--- config.mk ---
export PLATFORM = sky130hd
export DESIGN_NAME = adcsq_config_status
export DESIGN_NICKNAME = d
export VERILOG_FILES = /design/src/logic/adcsq_pkg.sv /design/src/logic/adcsq_clk_div.sv /design/src/logic/adcsq_config_status.sv
export SDC_FILE = /design/constraint.sdc
export NUM_CORES = 1
export LEC_CHECK = 0
export BUFFER_PORTS_ARGS = -buffer_cell sky130_fd_sc_hd__buf_2
export CORE_MARGIN = 8
export CORE_UTILIZATION = 45
export DETAILED_ROUTE_END_ITERATION = 12
export GPL_TIMING_DRIVEN = 0
export HOLD_SLACK_MARGIN = 0.02
export PLACE_DENSITY = 0.69
export SLEW_MARGIN = 20
export SYNTH_ARGS = -nofsm -noshare
export SYNTH_HDL_FRONTEND = slang
export SYNTH_SLANG_ARGS = --single-unit
--- constraint.sdc ---
create_clock -name CLOCK -period 3.2 [get_ports CLOCK]
set_input_delay 0.64 -clock CLOCK [delete_from_list [all_inputs] [get_ports CLOCK]]
set_output_delay 0.64 -clock CLOCK [all_outputs]
set_load 0.02 [all_outputs]
--- src/logic/adcsq_pkg.sv ---
/*
  Constants shared by the converter sequencer configuration and status block.
  Assumes a byte-addressed Avalon-MM bus with 32-bit data and one register per word.
*/
`default_nettype none
package adcsq_pkg;
  localparam logic [4:0] ADDR_STATUS  = 5'h00;
  localparam logic [4:0] ADDR_CLKDIV  = 5'h04;
  localparam logic [4:0] ADDR_REF     = 5'h08;
  localparam logic [4:0] ADDR_CHAN    = 5'h0c;
  localparam logic [4:0] ADDR_PRE     = 5'h10;
  localparam logic [4:0] ADDR_ACQ     = 5'h14;
  localparam logic [4:0] ADDR_CAP     = 5'h18;
  localparam logic [4:0] ADDR_RPT     = 5'h1c;
  localparam int         OVF_BIT      = 7;
  localparam int         UTH_BIT      = 6;
  localparam int         LTH_BIT      = 5;
  localparam int         UPD_BIT      = 4;
  localparam int         NREF_BIT     = 4;
  localparam logic [7:0] CLKDIV_MASK  = 8'h3f;
  localparam logic [7:0] REF_MASK     = 8'h13;
  localparam logic [7:0] CHAN_MASK    = 8'h3f;
  localparam logic [7:0] CAP_MASK     = 8'h1f;
  localparam logic [7:0] REG_RESET    = 8'h00;
  localparam logic [8:0] CONV_CLOCKS  = 9'h00b;
  localparam logic [8:0] ACQ_ZERO_LEN = 9'h100;
  localparam logic [2:0] CODE_IDLE    = 3'h0;
  localparam logic [2:0] CODE_PRE1    = 3'h1;
  localparam logic [2:0] CODE_ACQ1    = 3'h2;
  localparam logic [2:0] CODE_CONV1   = 3'h3;
  localparam logic [2:0] CODE_UNUSED  = 3'h4;
  localparam logic [2:0] CODE_PRE2    = 3'h5;
  localparam logic [2:0] CODE_ACQ2    = 3'h6;
  localparam logic [2:0] CODE_CONV2   = 3'h7;
  typedef enum logic [2:0] {
    ST_IDLE, ST_PRE1, ST_ACQ1, ST_CONV1, ST_PRE2, ST_ACQ2, ST_CONV2
  } adcsq_state_type;
endpackage
`default_nettype wire
--- src/logic/adcsq_clk_div.sv ---
/*
  Converter clock divider: divides the system clock by twice the field plus two.
  Assumes the divider field comes straight from a software register.
*/
`timescale 1ns/10ps
`default_nettype none
module adcsq_clk_div (
  input  wire logic       clk,
  input  wire logic       reset_n,
  input  wire logic [5:0] div_field,
  output var  logic       tick,
  output var  logic       conv_clk
);
  logic [6:0] count_reg;
  logic [6:0] limit;

  assign limit = {div_field, 1'b1};

  always_ff @(posedge clk or negedge reset_n) begin
    if (!reset_n) begin
      count_reg <= 7'h00;
      tick      <= 1'b0;
      conv_clk  <= 1'b0;
    end else begin
      if (count_reg >= limit) begin
        count_reg <= 7'h00;
        tick      <= 1'b1;
      end else begin
        count_reg <= count_reg + 7'h01;
        tick      <= 1'b0;
      end
      conv_clk <= (count_reg <= {1'b0, div_field});
    end
  end
endmodule
`default_nettype wire

--- src/logic/adcsq_config_status.sv ---
/*
  Configuration and status registers of a 10-bit converter sequencer, with its stage machine.
  Assumes an Avalon-MM master on the system clock and a computation unit that pulses on done.
*/
`timescale 1ns/10ps
`default_nettype none
module adcsq_config_status
  import adcsq_pkg::*;
(
  input  wire logic        CLOCK,
  input  wire logic        RESET_N,
  input  wire logic [4:0]  AVS_ADDRESS,
  input  wire logic        AVS_READ,
  input  wire logic        AVS_WRITE,
  input  wire logic [31:0] AVS_WRITEDATA,
  input  wire logic [3:0]  AVS_BYTEENABLE,
  output var  logic [31:0] AVS_READDATA,
  output var  logic        AVS_WAITREQUEST,
  input  wire logic        START,
  input  wire logic        DOUBLE_SAMPLE,
  input  wire logic        USE_DIVIDED_CLOCK,
  input  wire logic        COMP_DONE,
  input  wire logic        COMP_OVERFLOW,
  input  wire logic [15:0] ERROR_VALUE,
  input  wire logic [15:0] UPPER_THRESHOLD,
  input  wire logic [15:0] LOWER_THRESHOLD,
  input  wire logic [7:0]  TRIGGER_COUNTER,
  output var  logic [2:0]  SEQUENCER_STAGE,
  output var  logic        CONV_CLK,
  output var  logic        CONV_DONE,
  output var  logic        NEGATIVE_REF_SELECT,
  output var  logic [1:0]  POSITIVE_REF_SELECT,
  output var  logic [5:0]  POSITIVE_CHANNEL_FIELD,
  output var  logic [4:0]  EXTRA_CAP_FIELD,
  output var  logic        THRESHOLD_CHECK
);
  import adcsq_pkg::*;

  logic [7:0]      status_reg;
  logic [7:0]      clkdiv_reg;
  logic [7:0]      ref_reg;
  logic [7:0]      chan_reg;
  logic [7:0]      pre_reg;
  logic [7:0]      acq_reg;
  logic [7:0]      cap_reg;
  logic [7:0]      rpt_reg;
  logic            wait_reg;
  logic            take_write;
  logic            take_read;
  logic [7:0]      wbyte;
  logic [7:0]      rd_next;
  logic            clear_upd;
  adcsq_state_type state_reg;
  adcsq_state_type state_next;
  logic [8:0]      count_reg;
  logic [8:0]      count_next;
  logic            adc_tick;
  logic            div_tick;
  logic            div_clk;

  function automatic logic [8:0] stage_len(adcsq_state_type st, logic [7:0] pre,
                                           logic [7:0] acq);
    logic [8:0] len;
    len = CONV_CLOCKS;
    case (st)
      ST_PRE1, ST_PRE2: begin
        len = {1'b0, pre};
      end
      ST_ACQ1, ST_ACQ2: begin
        len = (acq == 8'h00) ? ACQ_ZERO_LEN : {1'b0, acq};
      end
      default: begin
        len = CONV_CLOCKS;
      end
    endcase
    return len;
  endfunction

  function automatic adcsq_state_type entry_state(logic second, logic [7:0] pre,
                                                  logic [7:0] acq);
    adcsq_state_type st;
    if (pre != 8'h00) begin
      st = second ? ST_PRE2 : ST_PRE1;
    end else if (acq != 8'h00) begin
      st = second ? ST_ACQ2 : ST_ACQ1;
    end else begin
      st = second ? ST_CONV2 : ST_CONV1;
    end
    return st;
  endfunction

  function automatic logic [2:0] stage_code(adcsq_state_type st);
    logic [2:0] code;
    case (st)
      ST_PRE1:  code = CODE_PRE1;
      ST_ACQ1:  code = CODE_ACQ1;
      ST_CONV1: code = CODE_CONV1;
      ST_PRE2:  code = CODE_PRE2;
      ST_ACQ2:  code = CODE_ACQ2;
      ST_CONV2: code = CODE_CONV2;
      default:  code = CODE_IDLE;
    endcase
    return code;
  endfunction

  // Bus slave: one wait cycle; reads are taken during it, writes after it.
  assign take_write = AVS_WRITE && !wait_reg;
  assign take_read  = AVS_READ && wait_reg;
  assign wbyte      = AVS_WRITEDATA[7:0];
  assign clear_upd  = take_write && (AVS_ADDRESS == ADDR_STATUS) && AVS_BYTEENABLE[0]
                      && !wbyte[UPD_BIT];

  always_ff @(posedge CLOCK or negedge RESET_N) begin
    if (!RESET_N) begin
      wait_reg <= 1'b1;
    end else if ((AVS_READ || AVS_WRITE) && wait_reg) begin
      wait_reg <= 1'b0;
    end else begin
      wait_reg <= 1'b1;
    end
  end

  always_comb begin
    case (AVS_ADDRESS)
      ADDR_STATUS: rd_next = {status_reg[7:4], 1'b0, stage_code(state_reg)};
      ADDR_CLKDIV: rd_next = clkdiv_reg;
      ADDR_REF:    rd_next = ref_reg;
      ADDR_CHAN:   rd_next = chan_reg;
      ADDR_PRE:    rd_next = pre_reg;
      ADDR_ACQ:    rd_next = acq_reg;
      ADDR_CAP:    rd_next = cap_reg;
      ADDR_RPT:    rd_next = rpt_reg;
      default:     rd_next = 8'h00;
    endcase
  end

  always_ff @(posedge CLOCK or negedge RESET_N) begin
    if (!RESET_N) begin
      AVS_READDATA <= 32'h0000_0000;
    end else if (take_read) begin
      AVS_READDATA <= {24'h00_0000, rd_next};
    end
  end

  // Writable configuration; masks keep unimplemented bits at zero.
  always_ff @(posedge CLOCK or negedge RESET_N) begin
    if (!RESET_N) begin
      clkdiv_reg <= REG_RESET;
      ref_reg    <= REG_RESET;
      chan_reg   <= REG_RESET;
      pre_reg    <= REG_RESET;
      acq_reg    <= REG_RESET;
      cap_reg    <= REG_RESET;
      rpt_reg    <= REG_RESET;
    end else if (take_write && AVS_BYTEENABLE[0]) begin
      case (AVS_ADDRESS)
        ADDR_CLKDIV: begin
          clkdiv_reg <= wbyte & CLKDIV_MASK;
        end
        ADDR_REF: begin
          ref_reg <= wbyte & REF_MASK;
        end
        ADDR_CHAN: begin
          chan_reg <= wbyte & CHAN_MASK;
        end
        ADDR_PRE: begin
          pre_reg <= wbyte;
        end
        ADDR_ACQ: begin
          acq_reg <= wbyte;
        end
        ADDR_CAP: begin
          cap_reg <= wbyte & CAP_MASK;
        end
        ADDR_RPT: begin
          rpt_reg <= wbyte;
        end
        default: begin
          rpt_reg <= rpt_reg;
        end
      endcase
    end
  end

  // Status flags follow the computation unit; only the update bit is writable.
  always_ff @(posedge CLOCK or negedge RESET_N) begin
    if (!RESET_N) begin
      status_reg <= REG_RESET;
    end else begin
      if (COMP_DONE) begin
        status_reg[OVF_BIT] <= COMP_OVERFLOW;
        status_reg[UTH_BIT] <= $signed(ERROR_VALUE) > $signed(UPPER_THRESHOLD);
        status_reg[LTH_BIT] <= $signed(ERROR_VALUE) < $signed(LOWER_THRESHOLD);
        status_reg[UPD_BIT] <= 1'b1;
      end else if (clear_upd) begin
        status_reg[UPD_BIT] <= 1'b0;
      end
      status_reg[3:0] <= 4'h0;
    end
  end

  always_ff @(posedge CLOCK or negedge RESET_N) begin
    if (!RESET_N) begin
      THRESHOLD_CHECK <= 1'b0;
    end else begin
      THRESHOLD_CHECK <= COMP_DONE && (TRIGGER_COUNTER >= rpt_reg);
    end
  end

  adcsq_clk_div u_div (
    .clk       (CLOCK),
    .reset_n   (RESET_N),
    .div_field (clkdiv_reg[5:0]),
    .tick      (div_tick),
    .conv_clk  (div_clk)
  );

  // System clock source counts every edge and ignores the divider.
  assign adc_tick = USE_DIVIDED_CLOCK ? div_tick : 1'b1;

  always_comb begin
    state_next = state_reg;
    count_next = count_reg;
    if (state_reg == ST_IDLE) begin
      if (START) begin
        state_next = entry_state(1'b0, pre_reg, acq_reg);
        count_next = stage_len(state_next, pre_reg, acq_reg) - 9'h001;
      end
    end else if (adc_tick) begin
      if (count_reg != 9'h000) begin
        count_next = count_reg - 9'h001;
      end else begin
        case (state_reg)
          ST_PRE1: begin
            state_next = ST_ACQ1;
          end
          ST_ACQ1: begin
            state_next = ST_CONV1;
          end
          ST_CONV1: begin
            state_next = DOUBLE_SAMPLE ? entry_state(1'b1, pre_reg, acq_reg) : ST_IDLE;
          end
          ST_PRE2: begin
            state_next = ST_ACQ2;
          end
          ST_ACQ2: begin
            state_next = ST_CONV2;
          end
          default: begin
            state_next = ST_IDLE;
          end
        endcase
        count_next = stage_len(state_next, pre_reg, acq_reg) - 9'h001;
      end
    end
  end

  always_ff @(posedge CLOCK or negedge RESET_N) begin
    if (!RESET_N) begin
      state_reg <= ST_IDLE;
      count_reg <= 9'h000;
    end else begin
      state_reg <= state_next;
      count_reg <= count_next;
    end
  end

  // Stage output is exact here since the whole sequencer runs on the system clock.
  always_ff @(posedge CLOCK or negedge RESET_N) begin
    if (!RESET_N) begin
      SEQUENCER_STAGE <= CODE_IDLE;
      CONV_DONE       <= 1'b0;
      CONV_CLK        <= 1'b0;
    end else begin
      SEQUENCER_STAGE <= stage_code(state_next);
      CONV_DONE       <= (state_reg != ST_IDLE) && (state_next == ST_IDLE);
      CONV_CLK        <= USE_DIVIDED_CLOCK ? div_clk : 1'b0;
    end
  end

  always_ff @(posedge CLOCK or negedge RESET_N) begin
    if (!RESET_N) begin
      NEGATIVE_REF_SELECT    <= 1'b0;
      POSITIVE_REF_SELECT    <= 2'h0;
      POSITIVE_CHANNEL_FIELD <= 6'h00;
      EXTRA_CAP_FIELD        <= 5'h00;
      AVS_WAITREQUEST        <= 1'b1;
    end else begin
      NEGATIVE_REF_SELECT    <= ref_reg[NREF_BIT];
      POSITIVE_REF_SELECT    <= ref_reg[1:0];
      POSITIVE_CHANNEL_FIELD <= chan_reg[5:0];
      EXTRA_CAP_FIELD        <= cap_reg[4:0];
      AVS_WAITREQUEST        <= !((AVS_READ || AVS_WRITE) && wait_reg);
    end
  end
endmodule
`default_nettype wire

# After elaboration in Yosys (flattened, before gate mapping)
# Index checks and enable logic that the tools add are counted.
word_totals:
  register_bits: 99
  elab_cells: 134
op_classes:
  eq_ne: 28
  n_reduce_logical: 35
  muxes: 37
  n_lt_le_gt_ge: 5
  n_addsub: 4
op_table:
  columns: ["cell", "n"]
  rows:
  - ["2-to-1 mux 9 bit", 10]
  - ["one-hot mux 8 bit (8 select lines)", 1]
  - ["one-hot mux 3 bit (6 select lines)", 2]
  - ["one-hot mux 9 bit (2 select lines)", 2]
  - ["== test 3 bit, second input constant", 10]
  - ["2-to-1 mux 3 bit", 10]
  - ["subtractor 9 x 1 -> 9 bit, second input constant", 3]
  - ["== test 5 bit, second input constant", 4]
  - ["== test 3 x 2 -> 1 bit, second input constant", 6]
  - ["greater-than comparator 16 bit", 1]
  - ["< comparator 16 bit", 1]
  - ["AND reduction 2 bit", 8]
  - ["nonzero test 8 bit", 2]
  - ["one-hot mux 3 bit (5 select lines)", 1]
  - ["== test 3 x 1 -> 1 bit, second input constant", 4]
  - ["== test 5 x 4 -> 1 bit, second input constant", 2]
  - ["logical AND 1 bit", 9]
  - ["nonzero test 9 bit", 1]
  - ["greater-or-equal comparator 8 bit", 1]
  - ["logical NOT 8 bit", 1]
  - ["OR reduction 2 bit", 4]
  - ["adder 7 x 1 -> 7 bit, second input constant", 1]
  - ["greater-or-equal comparator 7 bit", 1]
  - ["<= comparator 7 x 6 -> 1 bit", 1]
  - ["other kinds (11)", 23]

# Logic depth before layout (Yosys ltp)
# Gate-level depths: netlist of the first run.
logic_depth:
  depth_word: 18
  mapped_depth: 12
  ltp_nobuf: 11

# Cells and area by module
# From an unflattened synthesis of the first run, not the netlist that was laid out.
hier_totals:
  hier_cells: 621
  area_unflattened_um2: 6299.8
by_module_without_submodules:
  columns: ["mod", "cells_per_inst", "area_per_inst_um2", "instances", "seq_area_each_um2"]
  rows:
  - ["adcsq_config_status", 559, 5660.4, 1, 2228.4]
  - ["adcsq_clk_div", 62, 639.4, 1, 225.2]

# Least setup slack after synthesis of the first run
# OpenSTA, ideal clock, no wires.
synth_path:
  path_type: "register -> register"
  from: "register pre_reg[5]"
  to: "register count_reg[6]"
  path_stages_with_launch: 11
  path_buffers: 0
  setup_slack_ns: 0.475
  period_less_slack_ns: 2.725
  arrival_ns: 2.647
  setup_ns: 0.078
  cell_sequence: "dfrtp_1 > nor4_1 > o2111ai_2 > a21boi_1 > and3b_1 > or2_2 > ha_1 > nand2_1 > nor3_1 > xor2_1 > o21ai_1"
synth_between:
  elab_chain_cells: 17
  elab_cells_between_ends: 35
  classes_between: "add/sub (2); eq/ne (8); mux (20); reduce/logical (5)"
synth_rtl:
  columns: ["item", "line_no", "source"]
  rows:
  - ["start, declared", "adcsq_config_status.sv:43", "logic [7:0] pre_reg;"]
  - ["start signal, assigned", "adcsq_config_status.sv:167", "pre_reg <= wbyte;"]
  - ["nonzero test 8 bit", "adcsq_config_status.sv:82", "if (pre != 8'h00) begin"]
  - ["2-to-1 mux 2 bit", "adcsq_config_status.sv:82", null]
  - ["2-to-1 mux 3 bit", "adcsq_config_status.sv:241", "state_next = DOUBLE_SAMPLE ? entry_state(1'b1, pre_reg, acq_reg) : ST_IDLE;"]
  - ["one-hot mux 3 bit (5 select lines)", "adcsq_config_status.sv:233", "case (state_reg)"]
  - ["2-to-1 mux 3 bit", "adcsq_config_status.sv:230", "if (count_reg != 9'h000) begin"]
  - ["2-to-1 mux 3 bit", "adcsq_config_status.sv:229", "end else if (adc_tick) begin"]
  - ["2-to-1 mux 3 bit", "adcsq_config_status.sv:224", "if (state_reg == ST_IDLE) begin"]
  - ["== test 3 x 2 -> 1 bit, or another cell as far along", "adcsq_config_status.sv:65", "case (st)"]
  - ["OR reduction 2 bit", "adcsq_config_status.sv:65", null]
  - ["one-hot mux 9 bit (2 select lines)", "adcsq_config_status.sv:65", null]
  - ["2-to-1 mux 9 bit", "adcsq_config_status.sv:230", null]
  - ["2-to-1 mux 9 bit", "adcsq_config_status.sv:229", null]
  - ["2-to-1 mux 9 bit", "adcsq_config_status.sv:224", null]
  - ["subtractor 9 x 1 -> 9 bit", "adcsq_config_status.sv:253", "count_next = stage_len(state_next, pre_reg, acq_reg) - 9'h001;"]
  - ["2-to-1 mux 9 bit", "adcsq_config_status.sv:230", null]
  - ["2-to-1 mux 9 bit", "adcsq_config_status.sv:229", null]
  - ["2-to-1 mux 9 bit *", "adcsq_config_status.sv:224", null]
  - ["end signal, assigned", "adcsq_config_status.sv:264", "count_reg <= count_next;"]
  - ["end, declared", "adcsq_config_status.sv:55", "logic [8:0] count_reg;"]
# Mark *: on every way between the ends. The rest lies on a longest branch, timed or not. The select of a mux whose other input is x is not followed.
# A chain may end at the register's enable or synchronous reset.

# Final worst setup path of the first run
layout_path:
  from: "register pre_reg[4]"
  to: "register count_reg[6]"
# Same word-level chain as after synthesis.

==> results.md, run 1 <==
* Placement Setup Slack at -0.06264 ns
* CP Depth at 10
* Clk Tree Root Cell: clkbuf_16
* Final instance area at 7212 µm²
* FF-to-FF setup slack at 0.12 ns
* R2R Path End: count_reg[6]
* Starting density of the core at 45.62%
* Area leader, netlist: dfrtp_1
* Max stage delay on crit path at 0.64 ns
* # hold bufs at CTS at 0
* Final period utilization at 96.13%
* R2R Path Start: pre_reg[4]
* Slew @ Worst Pin at 1.059 ns
* DRC viols at 0
* Clock skew at 0.007805 ns
* Critical Path Sink: count_reg[6]
* # diodes at 0
* Sequential area share after synthesis at 40.94%
* Synthesized area per cell at 9.972 µm²
* Power Dens Cells at 599.4 nW/µm²
* Maximum capacitance violations at 0
* Pins Over Slew Limit at 0
* Cell area after placement at 6884 µm²
* HPWL after detailed placement at 12.74 mm
* Max Clk Rate at 325.1 MHz
* Vias in the first global route at 5,259
* Worst Setup SP: pre_reg[4]
* FFs w/ async S/R, synth at 100.0%
* Die area at 17,270 µm²
* Setup CP Type: reg -> reg
* Net Sw Frac at 37.98%
* Syn Inst Count at 601
* Worst vdd ir at 0.0002820 V
* Setup-failing EPs final at 0
* Area fraction of the dominant cell type after synthesis at 40.50%
* Final ANT Viol Nets at 0
* Number of synthesized flops with an enable pin at 0
* FF+latch area at 2454 µm²
* Largest cells by area after synthesis: dfrtp_1 (41%), ha_1 (11%), mux2_2 (7.3%)
* Largest net degree at the start of global routing at 81
* CP Cell Sequence: or4_1, o41ai_2, a21oi_1, and3b_1, or2_2, ha_1, nand2_1, nor3_1, xor2_1, o21ai_1
* Hold_ws at 0.1317 ns
* Area growth, synth to finish at 20.33%
* Post-CTS setup buffer count at 0
* Vias/cell at 5.379
* Worst Hold Class: in -> async
* Synth Warn # at 0
* GR Layer Usage met2 at 32.20%
* Top delay family on crit path: simple AND/OR/NAND/NOR gates
* Total Power at 4.323 mW
* FILL cells at 1,226
* CTS clk-pin slew, worst paths at 0.08 ns
* Most common cell after layout, fill and taps aside: buf_2
* Core area at 13,140 µm²
* GR peak layer: met2
* Initial antenna violation count at 0
* Synth Register Bits at 98
* Met1 usage at 22.56%
* CP required at 3.46 ns
* Row cnt at 42
* Sequential power share at 37.6%
* I/O pin cnt at 159
* Top FF cell, synth: dfrtp_1
* Nets at 902
* Initial DRC count at 288
* GPL Wtd Cong at 0.8651
* CP bufs+invs at 0
* Clock power frac at 24.7%
* Inserted Clock Buffers at 9
* Routed vias at 4,970
* Distinct cell type count after synthesis at 69
* Final WL at 15.92 mm
* Input/output buffers at 106
* Hold Vio Cnt, Final at 0
* CTS tree: built
* Switching pwr at 1.642 mW
* Worst Setup End Kind: flop
* Aggregate global routing overflow at 0
* Die Ht at 131.4 µm
* Chip width at 131.4 µm
* Most frequent cells in the layout: buf_2 (105), dfrtp_1 (97), inv_1 (56)
* M3 GR Usage at 4.726%
* Max_slew headroom at 28.87%
* Critical path arrival at 3.34 ns
* CTS H-tree depth at 3
* Layout cell share with drive strength beyond 1 at 28.07%
* Worst-case clock buffer depth at 2
* Clk_lat worst skew at 0.35 ns
* GR Util All Layers at 18.61%
* Static Leak at 3.747 nW
* Worst path slowest cell: or4_1
* Internal power at 2.681 mW
* Post-layout util at 54.90%
* Synthesized area at 5993 µm²
* Crit Path Max Fanout at 6
* Routed wire per std cell at 17.23 µm
* Comb pwr share at 37.7%
* TritonRoute pass-1 iters at 4
* Final min period at 3.076 ns
* Area of the multi-input gates at 3226 µm²
* Final setup margin at 0.1239 ns
* CP Launch Type: flop
* First-pass GRT wire length at 26.74 mm
* Clock sink count at 98
* Status: completed
* Reg2reg path depth at 10
* Max FFs per register at 9
==> repair_timing <==
item	CTS	global route
endpoints found under the hold margin	0	0
gates resized for setup	2	3
setup endpoints to repair	2	2
pin swaps	0	0
==> per-stage QoR <==
step,setup TNS [ns],cells
3_5_place_dp,-0.06264,908
5_1_grt,-0.05716,924
6_report,0,924
2_1_floorplan,0,624
4_1_cts,0,924
3_3_place_gp,0,906
==> synth_stat cells (5+ instances only) <==
cell type,instances
a21o_1,27
a21oi_1,19
a221oi_1,6
a22oi_1,11
a31oi_1,11
buf_4,24
clkbuf_1,14
dfrtp_1,97
ha_1,53
inv_1,56
mux2_2,39
nand2_1,42
nand2b_1,11
nand3_1,15
nand4_1,5
nor2_1,29
nor2b_1,6
nor3_1,7
nor4_1,7
o21ai_0,26
o21ai_1,10
xnor2_1,10
xor2_1,6
==> power by group through the flow <==
stage | registers [mW] | clock network [mW] | logic [mW]
global placement | 1.64 | 0 | 1.55
finish | 1.62 | 1.07 | 1.63
CTS | 1.62 | 1.09 | 1.62
detailed placement | 1.65 | 0 | 1.60
global route | 1.65 | 1.15 | 1.82
floorplan | 1.64 | 0 | 1.14
==> per-layer routing <==
| metal | part of all wire, % | vias up |
|---|---|---|
| met1 | 42 | 2419 |
| met3 | 5.1 | 21 |
| met4 | 1.5 | 0 |
| met2 | 51 | 126 |
| met5 | 0 | - |
| li1 | - | 2404 |
==> worst min path at each step <==
stage	start	endpoint	cells past startpoint
after floorplan	RESET_N	AVS_READDATA[0]	0
after global placement	chan_reg[1]	POSITIVE_CHANNEL_FIELD[1]	0
after detailed placement	cap_reg[1]	EXTRA_CAP_FIELD[1]	0
after CTS	RESET_N	count_reg[3]	1
after global routing	RESET_N	SEQUENCER_STAGE[2]	1
final	RESET_N	count_reg[3]	1
==> cell families after synthesis <==
| group | share of synthesized area [%] |
|---|---|
| AOI/OAI and AO/OA | 17.60 |
| xor gates and xnor gates | 2.338 |
| adders and majority gates | 11.23 |
| buffers and inverters | 7.390 |
| DFF | 40.94 |
| muxes | 7.662 |
| other | 0.06257 |
| and+or+nand+nor | 12.78 |
==> area by class of cell <==
cell class                 instances  share of cell area (%)
buffer                            38                   3.227
clock buffer                      10                   3.314
multi-input combinational        432                   44.73
timing repair buffer             108                   7.929
clock inverter                     6                  0.8154
sequential                        98                   34.02
tap                              176                   3.053
inverter                          56                   2.915
No activity file was read; power rests on OpenSTA's default activity.
==> run 2, diff against run 1 <==
- ABC_AREA: default -> 1
==> run 2 against run 1 <==
Routed wire length shrank 2.5%. Synthesized cell count increased by 29%. Die area grew 1.5%. Non-clock buffer count is 7 lower. Critical path type unchanged. Largest power group unchanged.
==> results.md, run 2 <==
* Starting density of the core at 46.02% (+0.40 points)
* Die area at 17,520 µm² (+1.5%)
* Routed vias at 5,414 (+8.9%)
* Vias/cell at 4.935 (-8.2%)
* Cell area after placement at 6965 µm² (+1.2%)
* Area growth, synth to finish at 18.95%
* CP Launch Type: flop
* Max FFs per register at 9 (unchanged)
* Largest cells by area after synthesis: dfrtp_1 (40%), ha_1 (11%), nand2_1 (11%)
* Row cnt at 42 (unchanged)
* FFs w/ async S/R, synth at 100.0% (unchanged)
* Vias in the first global route at 5,433 (+3.3%)
* GPL Wtd Cong at 0.8646 (about the same)
* Synthesized area per cell at 7.864 µm² (-21%)
* Power Dens Cells at 593.8 nW/µm² (-0.92%)
* CP required at 3.43 ns (-0.03 ns)
* Input/output buffers at 106 (unchanged)
* Final period utilization at 77.56% (-19 points)
* FF+latch area at 2454 µm² (unchanged)
* Top cells by count, synth: nand2_1 (175), inv_1 (120), dfrtp_1 (97)
* Number of synthesized flops with an enable pin at 0 (unchanged)
* Hold Vio Cnt, Final at 0 (unchanged)
* Die Ht at 132.4 µm (+0.74%)
* Worst vdd ir at 0.0003485 V (+24%)
* Final min period at 2.482 ns (-0.5940 ns)
* Nets at 1,075 (+19%)
* First-pass GRT wire length at 26.23 mm (-1.9%)
* Static Leak at 3.995 nW (+6.6%)
* Crit Path Max Fanout at 10 (+4)
* Clock sink count at 98 (unchanged)
* Clk Tree Root Cell: clkbuf_16
* TritonRoute pass-1 iters at 7 (+3)
* Unrepaired setup endpoints after global routing: no
* Area fraction of the dominant cell type after synthesis at 39.83% (-0.67 points)
* Total Power at 4.305 mW (-0.41%)
* Area of the multi-input gates at 3023 µm² (-6.3%)
* # diodes at 0 (unchanged)
* Core area at 13,240 µm² (+0.80%)
* Setup TNS at 0 ns (unchanged)
* Most common cell after layout, fill and taps aside: nand2_1
* CTS clk-pin slew, worst paths at 0.07 ns (about the same)
* CTS H-tree depth at 3 (unchanged)
* Critical path arrival at 2.72 ns (-0.62 ns)
* Post-CTS setup buffer count at 0 (unchanged)
* Max_slew headroom at 49.75% (+21 points)
* CTS tree: built
* Status: completed
* Syn Inst Count at 775 (+29%)
* Area leader, netlist: dfrtp_1
* Largest net degree at the start of global routing at 74 (-8.6%)
* Most frequent cells in the layout: nand2_1 (175), inv_1 (120), buf_2 (106)
* Maximum capacitance violations at 0 (unchanged)
* Worst Hold Class: in -> async
* Post-CTS resize count at 0 (-2)
* Clock skew at 0.005787 ns (-0.002018 ns)
* GR Util All Layers at 18.11% (-0.50 points)
* Clk_lat worst skew at 0.35 ns (about the same)
* Sequential area share after synthesis at 40.26% (-0.68 points)
* # hold bufs at CTS at 0 (unchanged)
* FILL cells at 1,315 (+7.3%)
* Inserted Clock Buffers at 9 (unchanged)
* Final WL at 15.52 mm (-2.5%)
* Final ANT Viol Nets at 0 (unchanged)
* I/O pin cnt at 159 (unchanged)
* Chip width at 132.4 µm (+0.74%)
* Routed wire per std cell at 14.14 µm (-18%)
* Synth Warn # at 0 (unchanged)
* HPWL after detailed placement at 12.19 mm (-4.3%)
* Worst Setup End Kind: flop
* Pins Over Slew Limit at 0 (unchanged)
* Layout cell share with drive strength beyond 1 at 19.87% (-8.2 points)
* Aggregate global routing overflow at 0 (unchanged)
* Distinct cell type count after synthesis at 49 (-29%)
* Synthesized area at 6095 µm² (+1.7%)
* DRC viols at 0 (unchanged)
* Setup CP Type: reg -> reg
* Max Clk Rate at 402.9 MHz (+24%)
* Initial antenna violation count at 0 (unchanged)
* Top FF cell, synth: dfrtp_1
* Worst-case clock buffer depth at 2 (unchanged)
* Final instance area at 7249 µm² (+0.52%)
* Most frequent cell after synthesis: nand2_1
* Setup-failing EPs final at 0 (unchanged)
* Initial DRC count at 310 (+7.6%)
* Slew @ Worst Pin at 0.7537 ns (-0.3051 ns)
* Synth Register Bits at 98 (unchanged)
## run 2: cell types whose count changed in the layout (fill, tap and decap cells not counted), moves of 30 or more
| cell | before | now |
|---|---|---|
| nand2_1 | 42 | 175 |
| inv_1 | 56 | 120 |
| mux2_2 | 39 | 0 |
| o21ai_0 | 26 | 65 |
| nand3_1 | 15 | 45 |
## run 2: path summary, 6_finish.rpt
check                              from                  to  slack, ns  cells after the start
max in group asynchronous       RESET_N     AVS_WAITREQUEST       2.38                      2
min in group CLOCK           cap_reg[2]  EXTRA_CAP_FIELD[2]       0.42                      0
setup / recovery           count_reg[3]        count_reg[6]       0.72                     15
setup reg to reg           count_reg[3]        count_reg[6]       0.72                     15
hold / removal                  RESET_N        count_reg[8]       0.15                      1
hold reg to reg              cap_reg[2]  EXTRA_CAP_FIELD[2]       0.42                      0
## run 2: metrics by stage
step                utilization, %  instances  setup slack [ns]  hold WS [ns]
floorplan                        -        798            0.9382        0.3444
global placement             52.34       1080            0.4405        0.4031
detailed placement           52.60       1081            0.5914        0.4020
CTS                          54.74       1097            0.6942        0.1542
global route                 54.74       1097            0.3928        0.1719
finish                       54.74       1097            0.7179        0.1520
## run 2: logic make-up (layout without fill, tap and decap cells)
group | after synthesis | after routing | synth area share (%)
xor gates and xnor gates | 3 | 3 | 0.4312
buffers and inverters | 162 | 285 | 11.56
DFF | 98 | 98 | 40.26
AOI/OAI and AO/OA | 155 | 155 | 15.13
other | 1 | 24 | 0.06153
and+or+nand+nor | 303 | 303 | 21.68
adders and majority gates | 53 | 53 | 10.88
## run 2: area by class of cell
| cell class | count | share of cell area [%] |
|---|---|---|
| plain buffers | 32 | 2.969 |
| clock buffers | 13 | 3.590 |
| well taps | 176 | 3.038 |
| multi-input cells | 538 | 41.70 |
| clock inverters | 3 | 0.3279 |
| repair buffers | 107 | 7.784 |
| flip-flops and latches | 98 | 33.85 |
| inverters | 130 | 6.748 |
## run 2: where the power goes
part	leakage [nW]	switching [mW]	internal [mW]
Combinational	2.57	1.09	0.585
Sequential	1.30	0.151	1.44
Clock	0.132	0.470	0.574
## run 2: layer usage
metal	vias to the layer above	GRT usage, %	routed length (µm)
li1	2784	-	-
met1	2448	23.87	7211
met2	161	28.77	7031
met3	21	3.697	946
met4	0	6.498	326
met5	-	0	0
## run 2: worst max-delay path: stages (launching register included)
cell	delay, ns
dfrtp_1	0.38
nor4_1	0.30
nand3_1	0.17
nor2_4	0.23
inv_1	0.15
a21oi_1	0.13
nand3_1	0.08
nand3_1	0.07
nand2_1	0.13
inv_1	0.09
ha_1	0.17
nand2_2	0.09
nor2_1	0.15
nand3b_1	0.09
nand3_1	0.08
nand2_1	0.05
